$ cat src/include/cc_pkg.sv
// Constants shared by the capture/compare unit and its helpers
`default_nettype none
package cc_pkg;
  // Register offsets (byte addresses on the 8-bit register port)
  localparam logic [3:0] OFF_CTRL      = 4'h0;  // Unit control: duty_low_bits, unit_mode_select
  localparam logic [3:0] OFF_VALUE_LO  = 4'h1;  // Capture/compare value, low byte
  localparam logic [3:0] OFF_VALUE_HI  = 4'h2;  // Capture/compare value, high byte
  localparam logic [3:0] OFF_IRQ_EN    = 4'h3;  // Interrupt enable
  localparam logic [3:0] OFF_IRQ_FLAG  = 4'h4;  // Interrupt flag
  localparam logic [3:0] OFF_PIN_SEL   = 4'h5;  // Alternate pin select
  localparam logic [3:0] OFF_TMR_CTRL  = 4'h6;  // Timer on and clock source
  localparam logic [3:0] OFF_TMR_LO    = 4'h7;  // Timer count, low byte, read only
  localparam logic [3:0] OFF_TMR_HI    = 4'h8;  // Timer count, high byte, read only
  // Field positions
  localparam int MODE_LSB  = 0;  // unit_mode_select lsb
  localparam int DUTY_LSB  = 4;  // duty_low_bits lsb
  localparam int TMR_ON    = 0;  // Timer run bit
  localparam int TMR_EXT   = 1;  // Timer external clock source bit
  // Reset values
  localparam logic [7:0]  CTRL_RESET  = 8'h00;
  localparam logic [15:0] VALUE_RESET = 16'h0000;
  // Mode codes of unit_mode_select
  localparam logic [3:0] MODE_OFF     = 4'h0;  // Off, unit reset
  localparam logic [3:0] MODE_TOGGLE  = 4'h2;  // Compare, toggle pin
  localparam logic [3:0] MODE_FALL    = 4'h4;  // Capture every falling edge
  localparam logic [3:0] MODE_RISE    = 4'h5;  // Capture every rising edge
  localparam logic [3:0] MODE_RISE4   = 4'h6;  // Capture every 4th rising edge
  localparam logic [3:0] MODE_RISE16  = 4'h7;  // Capture every 16th rising edge
  localparam logic [3:0] MODE_SET     = 4'h8;  // Compare, set pin
  localparam logic [3:0] MODE_CLEAR   = 4'h9;  // Compare, clear pin
  localparam logic [3:0] MODE_SWI     = 4'ha;  // Compare, flag only
  localparam logic [3:0] MODE_SPECIAL = 4'hb;  // Compare, special event trigger
  // Prescaler counts and instruction clock divider
  localparam logic [4:0] PRESC_4      = 5'h04;
  localparam logic [4:0] PRESC_16     = 5'h10;
  localparam int         INSTR_DIV    = 4;     // Instruction clock is system clock over four
endpackage
`default_nettype wire

$ cat src/include/pin_event_if.sv
// Edge events of the selected unit pin
`default_nettype none
interface pin_event_if;
  logic rise;   // One-cycle pulse on a rising edge
  logic fall;   // One-cycle pulse on a falling edge
  logic level;  // Synchronised pin level
  modport src (output rise, output fall, output level);
  modport dst (input rise, input fall, input level);
endinterface
`default_nettype wire

$ cat src/capture_compare_unit.sv
// Capture/compare unit: registers, prescaler, capture, compare
//
// Behaviour
// - Capture event change may raise a false flag
// - Four capture prescaler settings via mode field
// - Prescaler held zero when off or not capturing
// - Every reset clears the prescaler counter
// - Switching prescalers keeps counter, may flag falsely
// - Instruction-clocked timer halts in sleep, then resumes
// - Externally clocked timer keeps capture working asleep
// - Compare value continuously against timer count
// - Match toggles, sets, clears pin, or triggers
// - Every compare match sets the interrupt flag
// - Capture codes: fall, rise, fourth, sixteenth rise
// - Compare codes: toggle, set, clear, flag, trigger
// - Capture copies timer count and sets flag
// - Special trigger resets timer, second unit starts conversion
//
// Implementation choices: the placing of the registers and the strobed register port.
`default_nettype none
module capture_compare_unit #(
  parameter bit IS_SECOND_UNIT = 1'b0
) (
  input  wire logic       i_clk_sys,
  input  wire logic       i_rst_n,
  input  wire logic [3:0] i_addr,
  input  wire logic [7:0] i_wr_data,
  input  wire logic       i_wr,
  input  wire logic       i_rd,
  output logic      [7:0] o_rd_data,
  input  wire logic [1:0] i_unit_pin,
  output logic            o_unit_pin_out,
  output logic      [1:0] o_unit_pin_oe,
  input  wire logic       i_timer_ext_clk,
  input  wire logic       i_sleep,
  input  wire logic       i_adc_enabled,
  output logic            o_special_event,
  output logic            o_adc_start,
  output logic            o_irq_flag,
  output logic            o_irq_request
);
  typedef struct packed {
    logic [3:0]  mode;     // unit_mode_select
    logic [1:0]  duty;     // duty_low_bits, stored only
    logic [15:0] value;    // capture_compare_value
    logic        irq_en;   // capture_compare_irq_enable
    logic        irq_flag; // capture_compare_irq_flag
    logic        pin_sel;  // second_unit_pin_select
    logic        tmr_on;   // Timer run
    logic        tmr_ext;  // Timer external source
    logic [4:0]  presc;    // Capture prescaler counter
    logic        pin_out;  // Compare output latch
    logic        match_d;  // Match seen last cycle
    logic        special;  // Special event pulse
    logic        adc;      // Conversion start pulse
    logic [7:0]  rd_data;  // Read answer
  } state_t;
  state_t r;
  state_t n;

  pin_event_if pe ();
  logic [15:0] tcount;     // Timer count
  logic        capturing;  // Mode is a capture mode
  logic        scaled;     // Mode uses the prescaler
  logic        comparing;  // Mode is a compare mode
  logic        pin_mode;   // Compare mode that drives the pin
  logic        match;      // Value equals timer count
  logic        hit;        // First cycle of a match
  logic        cap_evt;    // Selected capture event
  logic [4:0]  presc_div;  // Selected prescaler count
  logic [4:0]  presc_inc;  // Prescaler plus one rise

  // Pin synchroniser and edge detector
  pin_edge_sync #(
    .N (2)
  ) u_sync (
    .i_clk_sys (i_clk_sys),
    .i_rst_n   (i_rst_n),
    .i_pins    (i_unit_pin),
    .i_select  (r.pin_sel),
    .evt       (pe.src)
  );

  // Shared time base
  timer_one_counter #(
    .DIV (cc_pkg::INSTR_DIV)
  ) u_timer (
    .i_clk_sys    (i_clk_sys),
    .i_rst_n      (i_rst_n),
    .i_enable     (r.tmr_on),
    .i_ext_source (r.tmr_ext),
    .i_sleep      (i_sleep),
    .i_ext_clk    (i_timer_ext_clk),
    .i_clear_req  (match && r.mode == cc_pkg::MODE_SPECIAL),
    .o_count      (tcount)
  );

  // Mode decode
  always_comb begin
    capturing = (r.mode[3:2] == 2'b01);
    scaled    = (r.mode == cc_pkg::MODE_RISE4) || (r.mode == cc_pkg::MODE_RISE16);
    presc_div = (r.mode == cc_pkg::MODE_RISE16) ? cc_pkg::PRESC_16 : cc_pkg::PRESC_4;
    presc_inc = r.presc + 5'h01;
    pin_mode  = (r.mode == cc_pkg::MODE_TOGGLE) || (r.mode == cc_pkg::MODE_SET)
             || (r.mode == cc_pkg::MODE_CLEAR);
    comparing = pin_mode || (r.mode == cc_pkg::MODE_SWI) || (r.mode == cc_pkg::MODE_SPECIAL);
    match     = comparing && (r.value == tcount);
    hit       = match && !r.match_d;
  end

  // Capture event select
  always_comb begin
    unique case (r.mode)
      cc_pkg::MODE_FALL:   cap_evt = pe.fall;
      cc_pkg::MODE_RISE:   cap_evt = pe.rise;
      cc_pkg::MODE_RISE4,
      cc_pkg::MODE_RISE16: cap_evt = pe.rise && (presc_inc >= presc_div);
      default:             cap_evt = 1'b0;
    endcase
  end

  // Next state: registers, prescaler, capture and compare actions
  always_comb begin
    n         = r;
    n.rd_data = 8'h00;
    n.match_d = match;
    n.special = hit && (r.mode == cc_pkg::MODE_SPECIAL);
    n.adc     = n.special && IS_SECOND_UNIT && i_adc_enabled;
    // Prescaler
    if (!capturing) begin
      n.presc = 5'h00;
    end else if (scaled && pe.rise) begin
      n.presc = cap_evt ? 5'h00 : presc_inc;
    end
    // Software writes
    if (i_wr) begin
      unique case (i_addr)
        cc_pkg::OFF_CTRL: begin
          n.mode = i_wr_data[cc_pkg::MODE_LSB +: 4];
          n.duty = i_wr_data[cc_pkg::DUTY_LSB +: 2];
        end
        cc_pkg::OFF_VALUE_LO: n.value[7:0]  = i_wr_data;
        cc_pkg::OFF_VALUE_HI: n.value[15:8] = i_wr_data;
        cc_pkg::OFF_IRQ_EN:   n.irq_en      = i_wr_data[0];
        cc_pkg::OFF_IRQ_FLAG: n.irq_flag    = i_wr_data[0];
        cc_pkg::OFF_PIN_SEL:  n.pin_sel     = i_wr_data[0];
        cc_pkg::OFF_TMR_CTRL: begin
          n.tmr_on  = i_wr_data[cc_pkg::TMR_ON];
          n.tmr_ext = i_wr_data[cc_pkg::TMR_EXT];
        end
        default: ;
      endcase
    end
    // Capture overrides a same-cycle value write
    if (cap_evt) begin
      n.value    = tcount;
      n.irq_flag = 1'b1;
    end
    // Compare match actions
    if (hit) begin
      n.irq_flag = 1'b1;
      unique case (r.mode)
        cc_pkg::MODE_TOGGLE: n.pin_out = ~r.pin_out;
        cc_pkg::MODE_SET:    n.pin_out = 1'b1;
        cc_pkg::MODE_CLEAR:  n.pin_out = 1'b0;
        default: ;
      endcase
    end
    // Off forces the output latch low
    if (r.mode == cc_pkg::MODE_OFF) begin
      n.pin_out = 1'b0;
    end
    // Read answer, one cycle later
    if (i_rd) begin
      unique case (i_addr)
        cc_pkg::OFF_CTRL:     n.rd_data = {2'b00, r.duty, r.mode};
        cc_pkg::OFF_VALUE_LO: n.rd_data = r.value[7:0];
        cc_pkg::OFF_VALUE_HI: n.rd_data = r.value[15:8];
        cc_pkg::OFF_IRQ_EN:   n.rd_data = {7'h00, r.irq_en};
        cc_pkg::OFF_IRQ_FLAG: n.rd_data = {7'h00, r.irq_flag};
        cc_pkg::OFF_PIN_SEL:  n.rd_data = {7'h00, r.pin_sel};
        cc_pkg::OFF_TMR_CTRL: n.rd_data = {6'h00, r.tmr_ext, r.tmr_on};
        cc_pkg::OFF_TMR_LO:   n.rd_data = tcount[7:0];
        cc_pkg::OFF_TMR_HI:   n.rd_data = tcount[15:8];
        default:              n.rd_data = 8'h00;
      endcase
    end
  end

  // State register, synchronous reset
  always_ff @(posedge i_clk_sys) begin
    if (!i_rst_n) begin
      r       <= '0;
      r.mode  <= cc_pkg::CTRL_RESET[3:0];
      r.value <= cc_pkg::VALUE_RESET;
    end else begin
      r <= n;
    end
  end

  // Outputs
  assign o_rd_data       = r.rd_data;
  assign o_unit_pin_out  = r.pin_out;
  assign o_unit_pin_oe   = pin_mode ? (r.pin_sel ? 2'b10 : 2'b01) : 2'b00;
  assign o_special_event = r.special;
  assign o_adc_start     = r.adc;
  assign o_irq_flag      = r.irq_flag;
  assign o_irq_request   = r.irq_flag & r.irq_en;
endmodule
`default_nettype wire

$ cat src/pin_edge_sync.sv
// Two-stage pin synchroniser, pin select and edge detector
`default_nettype none
module pin_edge_sync #(
  parameter int N = 2
) (
  input  wire logic         i_clk_sys,
  input  wire logic         i_rst_n,
  input  wire logic [N-1:0] i_pins,
  input  wire logic         i_select,
  pin_event_if.src          evt
);
  typedef struct packed {
    logic [N-1:0] s1;    // First stage, read only by s2
    logic [N-1:0] s2;    // Second stage
    logic         prev;  // Last selected level
  } state_t;
  state_t r;
  state_t n;
  logic   sel_lvl;  // Selected synchronised level

  // Select one synchronised pin
  assign sel_lvl = r.s2[i_select];

  // Next state of the sync chain
  always_comb begin
    n      = r;
    n.s1   = i_pins;
    n.s2   = r.s1;
    n.prev = sel_lvl;
  end

  // State register
  always_ff @(posedge i_clk_sys) begin
    if (!i_rst_n) begin
      r <= '0;
    end else begin
      r <= n;
    end
  end

  // One pulse per edge
  assign evt.rise  = sel_lvl & ~r.prev;
  assign evt.fall  = ~sel_lvl & r.prev;
  assign evt.level = sel_lvl;
endmodule
`default_nettype wire

$ cat src/timer_one_counter.sv
// Sixteen-bit time base with instruction or external clock
`default_nettype none
module timer_one_counter #(
  parameter int DIV = cc_pkg::INSTR_DIV
) (
  input  wire logic        i_clk_sys,
  input  wire logic        i_rst_n,
  input  wire logic        i_enable,
  input  wire logic        i_ext_source,
  input  wire logic        i_sleep,
  input  wire logic        i_ext_clk,
  input  wire logic        i_clear_req,
  output logic      [15:0] o_count
);
  typedef struct packed {
    logic        s1;     // External clock, first stage
    logic        s2;     // External clock, second stage
    logic        prev;   // Last synchronised level
    logic [1:0]  div;    // Instruction clock divider
    logic [15:0] count;  // Timer count
  } state_t;
  state_t r;
  state_t n;
  logic   tick;  // One timer increment

  // Divider, external edge and count
  always_comb begin
    n      = r;
    tick   = 1'b0;
    n.s1   = i_ext_clk;
    n.s2   = r.s1;
    n.prev = r.s2;
    if (i_ext_source) begin
      tick = i_enable & r.s2 & ~r.prev;
    end else if (!i_sleep) begin
      n.div = (r.div == 2'(DIV - 1)) ? 2'h0 : r.div + 2'h1;
      tick  = i_enable & (r.div == 2'(DIV - 1));
    end
    if (tick) begin
      n.count = i_clear_req ? 16'h0000 : r.count + 16'h0001;
    end
  end

  // State register
  always_ff @(posedge i_clk_sys) begin
    if (!i_rst_n) begin
      r <= '0;
    end else begin
      r <= n;
    end
  end

  assign o_count = r.count;
endmodule
`default_nettype wire

$ cat config.mk
export PLATFORM = sky130hd
export DESIGN_NAME = capture_compare_unit
export DESIGN_NICKNAME = d
export VERILOG_FILES = /design/src/include/cc_pkg.sv /design/src/include/pin_event_if.sv /design/src/capture_compare_unit.sv /design/src/pin_edge_sync.sv /design/src/timer_one_counter.sv
export SDC_FILE = /design/constraint.sdc
export NUM_CORES = 1
export LEC_CHECK = 0
export ABC_AREA = 1
export BUFFER_PORTS_ARGS = -buffer_cell sky130_fd_sc_hd__buf_2
export CAP_MARGIN = 20
export CORE_UTILIZATION = 50
export CTS_CLUSTER_SIZE = 10
export DETAILED_ROUTE_END_ITERATION = 16
export PLACE_DENSITY_LB_ADDON = 0.05
export SYNTH_ARGS = -nofsm -noshare
export SYNTH_HDL_FRONTEND = slang
export SYNTH_SLANG_ARGS = --single-unit
$ cat constraint.sdc
create_clock -name i_clk_sys -period 4.1 [get_ports i_clk_sys]
set_clock_uncertainty 0.05 [all_clocks]
set_input_delay 0.82 -clock i_clk_sys [delete_from_list [all_inputs] [get_ports i_clk_sys]]
set_output_delay 0.82 -clock i_clk_sys [all_outputs]
set_load 0.02 [all_outputs]
== Word level (Yosys, flattened, before mapping) ==
Cells that the tools add are included.
W data, S select, Z words.

* Word-level logic and storage cells: 118
* Output and inout bits: 15
* Bits of input ports: 21
* Bits in registers: 70

* Add/subtract/negate cells: 3
* Bitwise logic cells: 13
* Eq/ne operators: 20
* Multiplexer cells: 24
* Reductions and logical operators: 33
* Order comparisons: 2

{| class="wikitable"
|+ Operator list
! kind !! number
|-
| $pmux W8 S9 || 1
|-
| $eq A4 B3 Y1 const B || 8
|-
| $mux W16 || 2
|-
| $mux W27 || 1
|-
| $reduce_and A2 Y1 || 11
|-
| $eq A4 B4 Y1 const B || 5
|-
| $add A16 B1 Y16 const B || 1
|-
| $eq A16 B16 Y1 || 1
|-
| $mux W8 || 2
|-
| $eq A4 B2 Y1 const B || 3
|-
| $mux W5 || 2
|-
| $mux W1 || 9
|-
| $reduce_bool A3 Y1 || 3
|-
| $logic_not A4 Y1 || 2
|-
| $mux W2 || 4
|-
| $not A1 Y1 || 7
|-
| $and A1 B1 Y1 || 6
|-
| $logic_and A1 B1 Y1 || 6
|-
| $mux W6 || 1
|-
| $pmux W1 S3 || 2
|-
| $reduce_bool A2 Y1 || 3
|-
| $add A5 B1 Y5 const B || 1
|-
| $ge A5 B5 Y1 || 1
|-
| $logic_or A1 B1 Y1 || 5
|-
| other kinds (7) || 8
|}

== Depth between registers and ports, before layout ==
* Word-level depth: 9
* Depth in mapped cells: 16
* Mapped depth without buffers: 15

== By module ==
A second synthesis with hierarchy kept.

* Cell total of the unflattened synthesis: 620
* Area, all modules: 4080.2 um2

{| class="wikitable"
|+ By module, submodules not included
! module !! area each (um2) !! sequential area each (um2) !! cells an instance !! instances
|-
| capture_compare_unit || 2661.3 || 860.8 || 404 || 1
|-
| timer_one_counter || 1231.2 || 420.4 || 189 || 1
|-
| pin_edge_sync || 187.7 || 100.1 || 27 || 1
|}

== Worst setup path before layout ==
OpenSTA, ideal clock, no wires.

* Path type: reg-to-reg
* Start point: register r[12] (netlist name)
* End point: register r[22] (netlist name)
* Setup time: 110 ps
* Cell stages (with the launch flop): 16
* Arrival: 1897 ps
* Period minus slack after synthesis: 2057 ps
* Path buffers: 1
* Path slack: 2043 ps
* Data required time: 3940 ps
* Path through: dfxtp_1 ha_1 xor2_1 inv_1 ha_1 a21oi_1 nand3_1 nand2_1 nand2_1 nand2_2 nand2_4 buf_6 nand2_1 nand3_1 nand2_1 inv_1

* Word-level cells in the longest chain between the ends: 6
* Elaborated cells between the ends (all ways): 8
* Those cells by class: 1 x add/sub; 1 x order compare; 2 x mux; 4 x reduce/logical

{| class="wikitable"
|+ RTL lines
! element !! RTL line !! text
|-
| from (decl) || capture_compare_unit.sv:58 || <nowiki>state_t r;</nowiki>
|-
| from (signal assigned) || capture_compare_unit.sv:197 || <nowiki>r <= n;</nowiki>
|-
| $add A5 B1 Y5 * || capture_compare_unit.sv:103 || <nowiki>presc_inc = r.presc + 5'h01;</nowiki>
|-
| $ge A5 B5 Y1 * || capture_compare_unit.sv:117 || <nowiki>cc_pkg::MODE_RISE16: cap_evt = pe.rise && (presc_inc >= presc_div);</nowiki>
|-
| $logic_and A1 B1 Y1 * || capture_compare_unit.sv:117 ||
|-
| $pmux W1 S3 * || capture_compare_unit.sv:113 || <nowiki>unique case (r.mode)</nowiki>
|-
| $reduce_bool A2 Y1 (no source line) || - ||
|-
| $reduce_and A2 Y1 (no source line) || - ||
|}

Mark *: on every way between the ends. The rest lies on a longest branch, timed or not.
A chain may end at the register's enable or synchronous reset.

== Worst setup path after layout ==
* Start point: register r[12] (netlist name)
* End point: register r[36] (netlist name)

Same word-level chain as after synthesis.

==> impl_metrics.toml <==
[synthesis]
synth_largest_area_cell = "dfxtp_1"
synth_warnings = 0
seq_area_frac_synth_pct = 33.6
synth_edf_count = 0
post-synth-top-count-cell = "nand2_1"
netlist_instances = 652
yosys.area.top_type_share_pct = 33.6
ys.flop_type = "dfxtp_1"
synthTopCellsByArea = "dfxtp_1 (34%), nand2_1 (16%), inv_1 (10%)"
synth.avg_cell_area_sq_um = 6.31
synth_cell_types = 36
synth_nets = 679
synth_area_sq_um = 4110
ys_ff_latch = 69
synthTopCellsByCount = "nand2_1 (177), inv_1 (114), nor2_1 (77)"
async_flop_share_pct = 0

[routing]
first_iter_violations = 384
vias_per_cell = 5.40
drcViolationCount = 0
avgRoutedWirePerCell_microns = 15.0
drtPass1Iterations = 6
dr_total_vias = 4184
final_antenna_net_count = 0
wirelength_mm = 11.6

[sta]
slew_headroom_pct = 55.1
drv_slew = 0
rsz0062_at_grt = "no"
min_period_over_period_pct = 65.7
tns_ps = 0
max_freq_mhz = 371
setup_viol = 0
tightestPinTransition_ps = 671
hold_viol = 0
finalCriticalPeriod_ps = 2690

[floorplan]
die_h_microns = 92.7
start_util_pct = 52.4
ios = 36
dieWidth_microns = 92.7
rows = 32
coreArea_sq_um = 7850
die_area_sq_um = 8590

[run_status]
status = "completed"

[cts]
clkSlewWorstSetupHoldPaths_ps = 80
post-cts-setup-buffers = 0
worst_skew_pair.late_latency_ps = 360
ctsResizeCount = 0
cts_tree = "done"
ctsHoldBuffers = 0
htreeDepth = 3
cts.sinks = 69
clock_path_buffers = 2
numCtsBuffers = 9
root_buffer = "clkbuf_8"

[global_route]
grt_max_degree = 34
grt_usage_pct = 28.2
grt_pass1_vias = 3672
grt_pass1_wl_mm = 18.5
grt_overflow_total = 0
antenna_found_initial = 0

[hold_path]
min_from = "u_sync.n[2]"
hold-path-cell-count = 2
hp-class = "flop to flop"

[job]
maxCapViolations = 0

[worst_setup_path]
startpoint_type = "flop"
cp-end-kind = "flop"
crit_path_start = "r[12]"
slowest_delay_ps = 440
worstSetupPathType = "flop to flop"
crit_fanout = 18
crit_top_cell = "nand2_1"
r2r_cells = 14
slowest_stage = "dfxtp_1"
timing.rr.start = "r[12]"
crit_required_ps = 4350
path_cells = "ha_1, xor2_1, inv_1, ha_1, a21oi_1, nand3_1, nand2_1, nand2_1, nand2_2, buf_4, nand4_1, nand3_1, nand2_1, inv_1"
worst_ep_arrival_time_ps = 2950

[placed_design]
io_buffers = 33
gp_congestion = 0.972
place_hpwl_mm = 8.60
place_area_sq_um = 4250

[final_layout]
nNetsFinal = 695
final_area_sq_um = 4490
fin_util_pct = 57.2
area_growth_syn_to_layout_pct = 9.10
diodes = 0
drive_gt1_share_pct = 9.21

[power]
ir_worst_vdd_mv = 0.199
cellPowerDensity_nw_per_um2 = 325
p_leak_nw = 2.20
[cell usage in the layout (no fill, tap or decap), types with 2 or more instances in the layout]
master / Yosys / routed
xnor2_1: 3 / 3
clkbuf_8: 0 / 9
nor2_2: 2 / 2
nand4_1: 46 / 46
buf_2: 12 / 33
nand2_2: 3 / 3
a211oi_1: 12 / 12
inv_1: 114 / 114
dfxtp_1: 69 / 69
o22ai_1: 14 / 14
o21ai_1: 2 / 2
nor2_1: 77 / 77
nand3_1: 36 / 36
o21ai_0: 9 / 9
bufinv_16: 0 / 3
nor3_2: 2 / 2
nand2_1: 177 / 177
ha_1: 6 / 6
a221oi_1: 3 / 3
nor3_1: 12 / 12
buf_4: 10 / 2
a21oi_1: 16 / 16
xor2_1: 7 / 7
[layer usage]
metal	vias to the layer above	GRT usage, %	share of wire (%)
met5	-	0	0
met4	0	11.8	3.4
met3	34	3.53	7.2
met2	161	43.8	43
met1	1886	39.5	46
li1	2103	-	-
[power breakdown]
group / internal [W] / leakage [nW] / switching, W / total, W
sequential: 0.000680 / 0.558 / 0.00000752 / 0.000688
combinational: 0.0000287 / 1.52 / 0.0000649 / 0.0000936
clock: 0.000404 / 0.116 / 0.000271 / 0.000675
total: 0.00111 / 2.20 / 0.000343 / 0.00146
[worst paths after layout]
check / to / slack, ps
hold / removal: u_sync.r[2] / 370
setup reg to reg: r[36] / 1410
setup / recovery: r[36] / 1410
hold reg to reg: u_sync.r[2] / 370
[stage by stage]
step                      total power [W]  hold slack, ps  setup WS [ps]  std cells
after floorplan                  0.000762             340           2040        652
final                             0.00146             369           1410        775
after detailed placement         0.000795             352           1450        759
after global placement           0.000793             346           1410        759
after global routing              0.00151             400           1210        775
after CTS                         0.00146             372           1440        775
[registers in the layout (all words and copies together) (netlist names)]
register and cells:
o_irq_flag 1, u_timer.n 2, r 32, o_rd_data 8
u_timer.o_count 16, o_special_event 1, u_sync.r 3, o_unit_pin_out 1
u_sync.n 2, u_timer.r 3
[critical path: cells and delay by family, from the launching register on]
kind                       cells  cell delay [ps]
xor gates and xnor gates       1              200
DFF                            1              440
adders and majority gates      2              500
buffers and inverters          3              430
AOI/OAI and AO/OA              1              140
and+or+nand+nor                7              860
[kinds of logic (layout without fill, tap and decap cells)]
kind of cell,after synthesis,count (layout),synth area share (%)
and+or+nand+nor,361,361,38.7
buffers and inverters,146,167,14.8
DFF,69,69,33.6
AOI/OAI and AO/OA,58,58,8.64
xor gates and xnor gates,10,10,2.13
adders and majority gates,6,6,1.83
other,1,1,0.0912
muxes,1,1,0.243
[area by class of cell]
class	instances	area (sq um)
Clock buffer	10	128
Clock inverter	6	111
Fill cell	819	3360
Inverter	116	435
Multi-Input combinational cell	437	2120
Sequential cell	69	1380
Tap cell	102	128
Timing Repair Buffer	35	180
No activity file was read; power rests on OpenSTA's default activity.
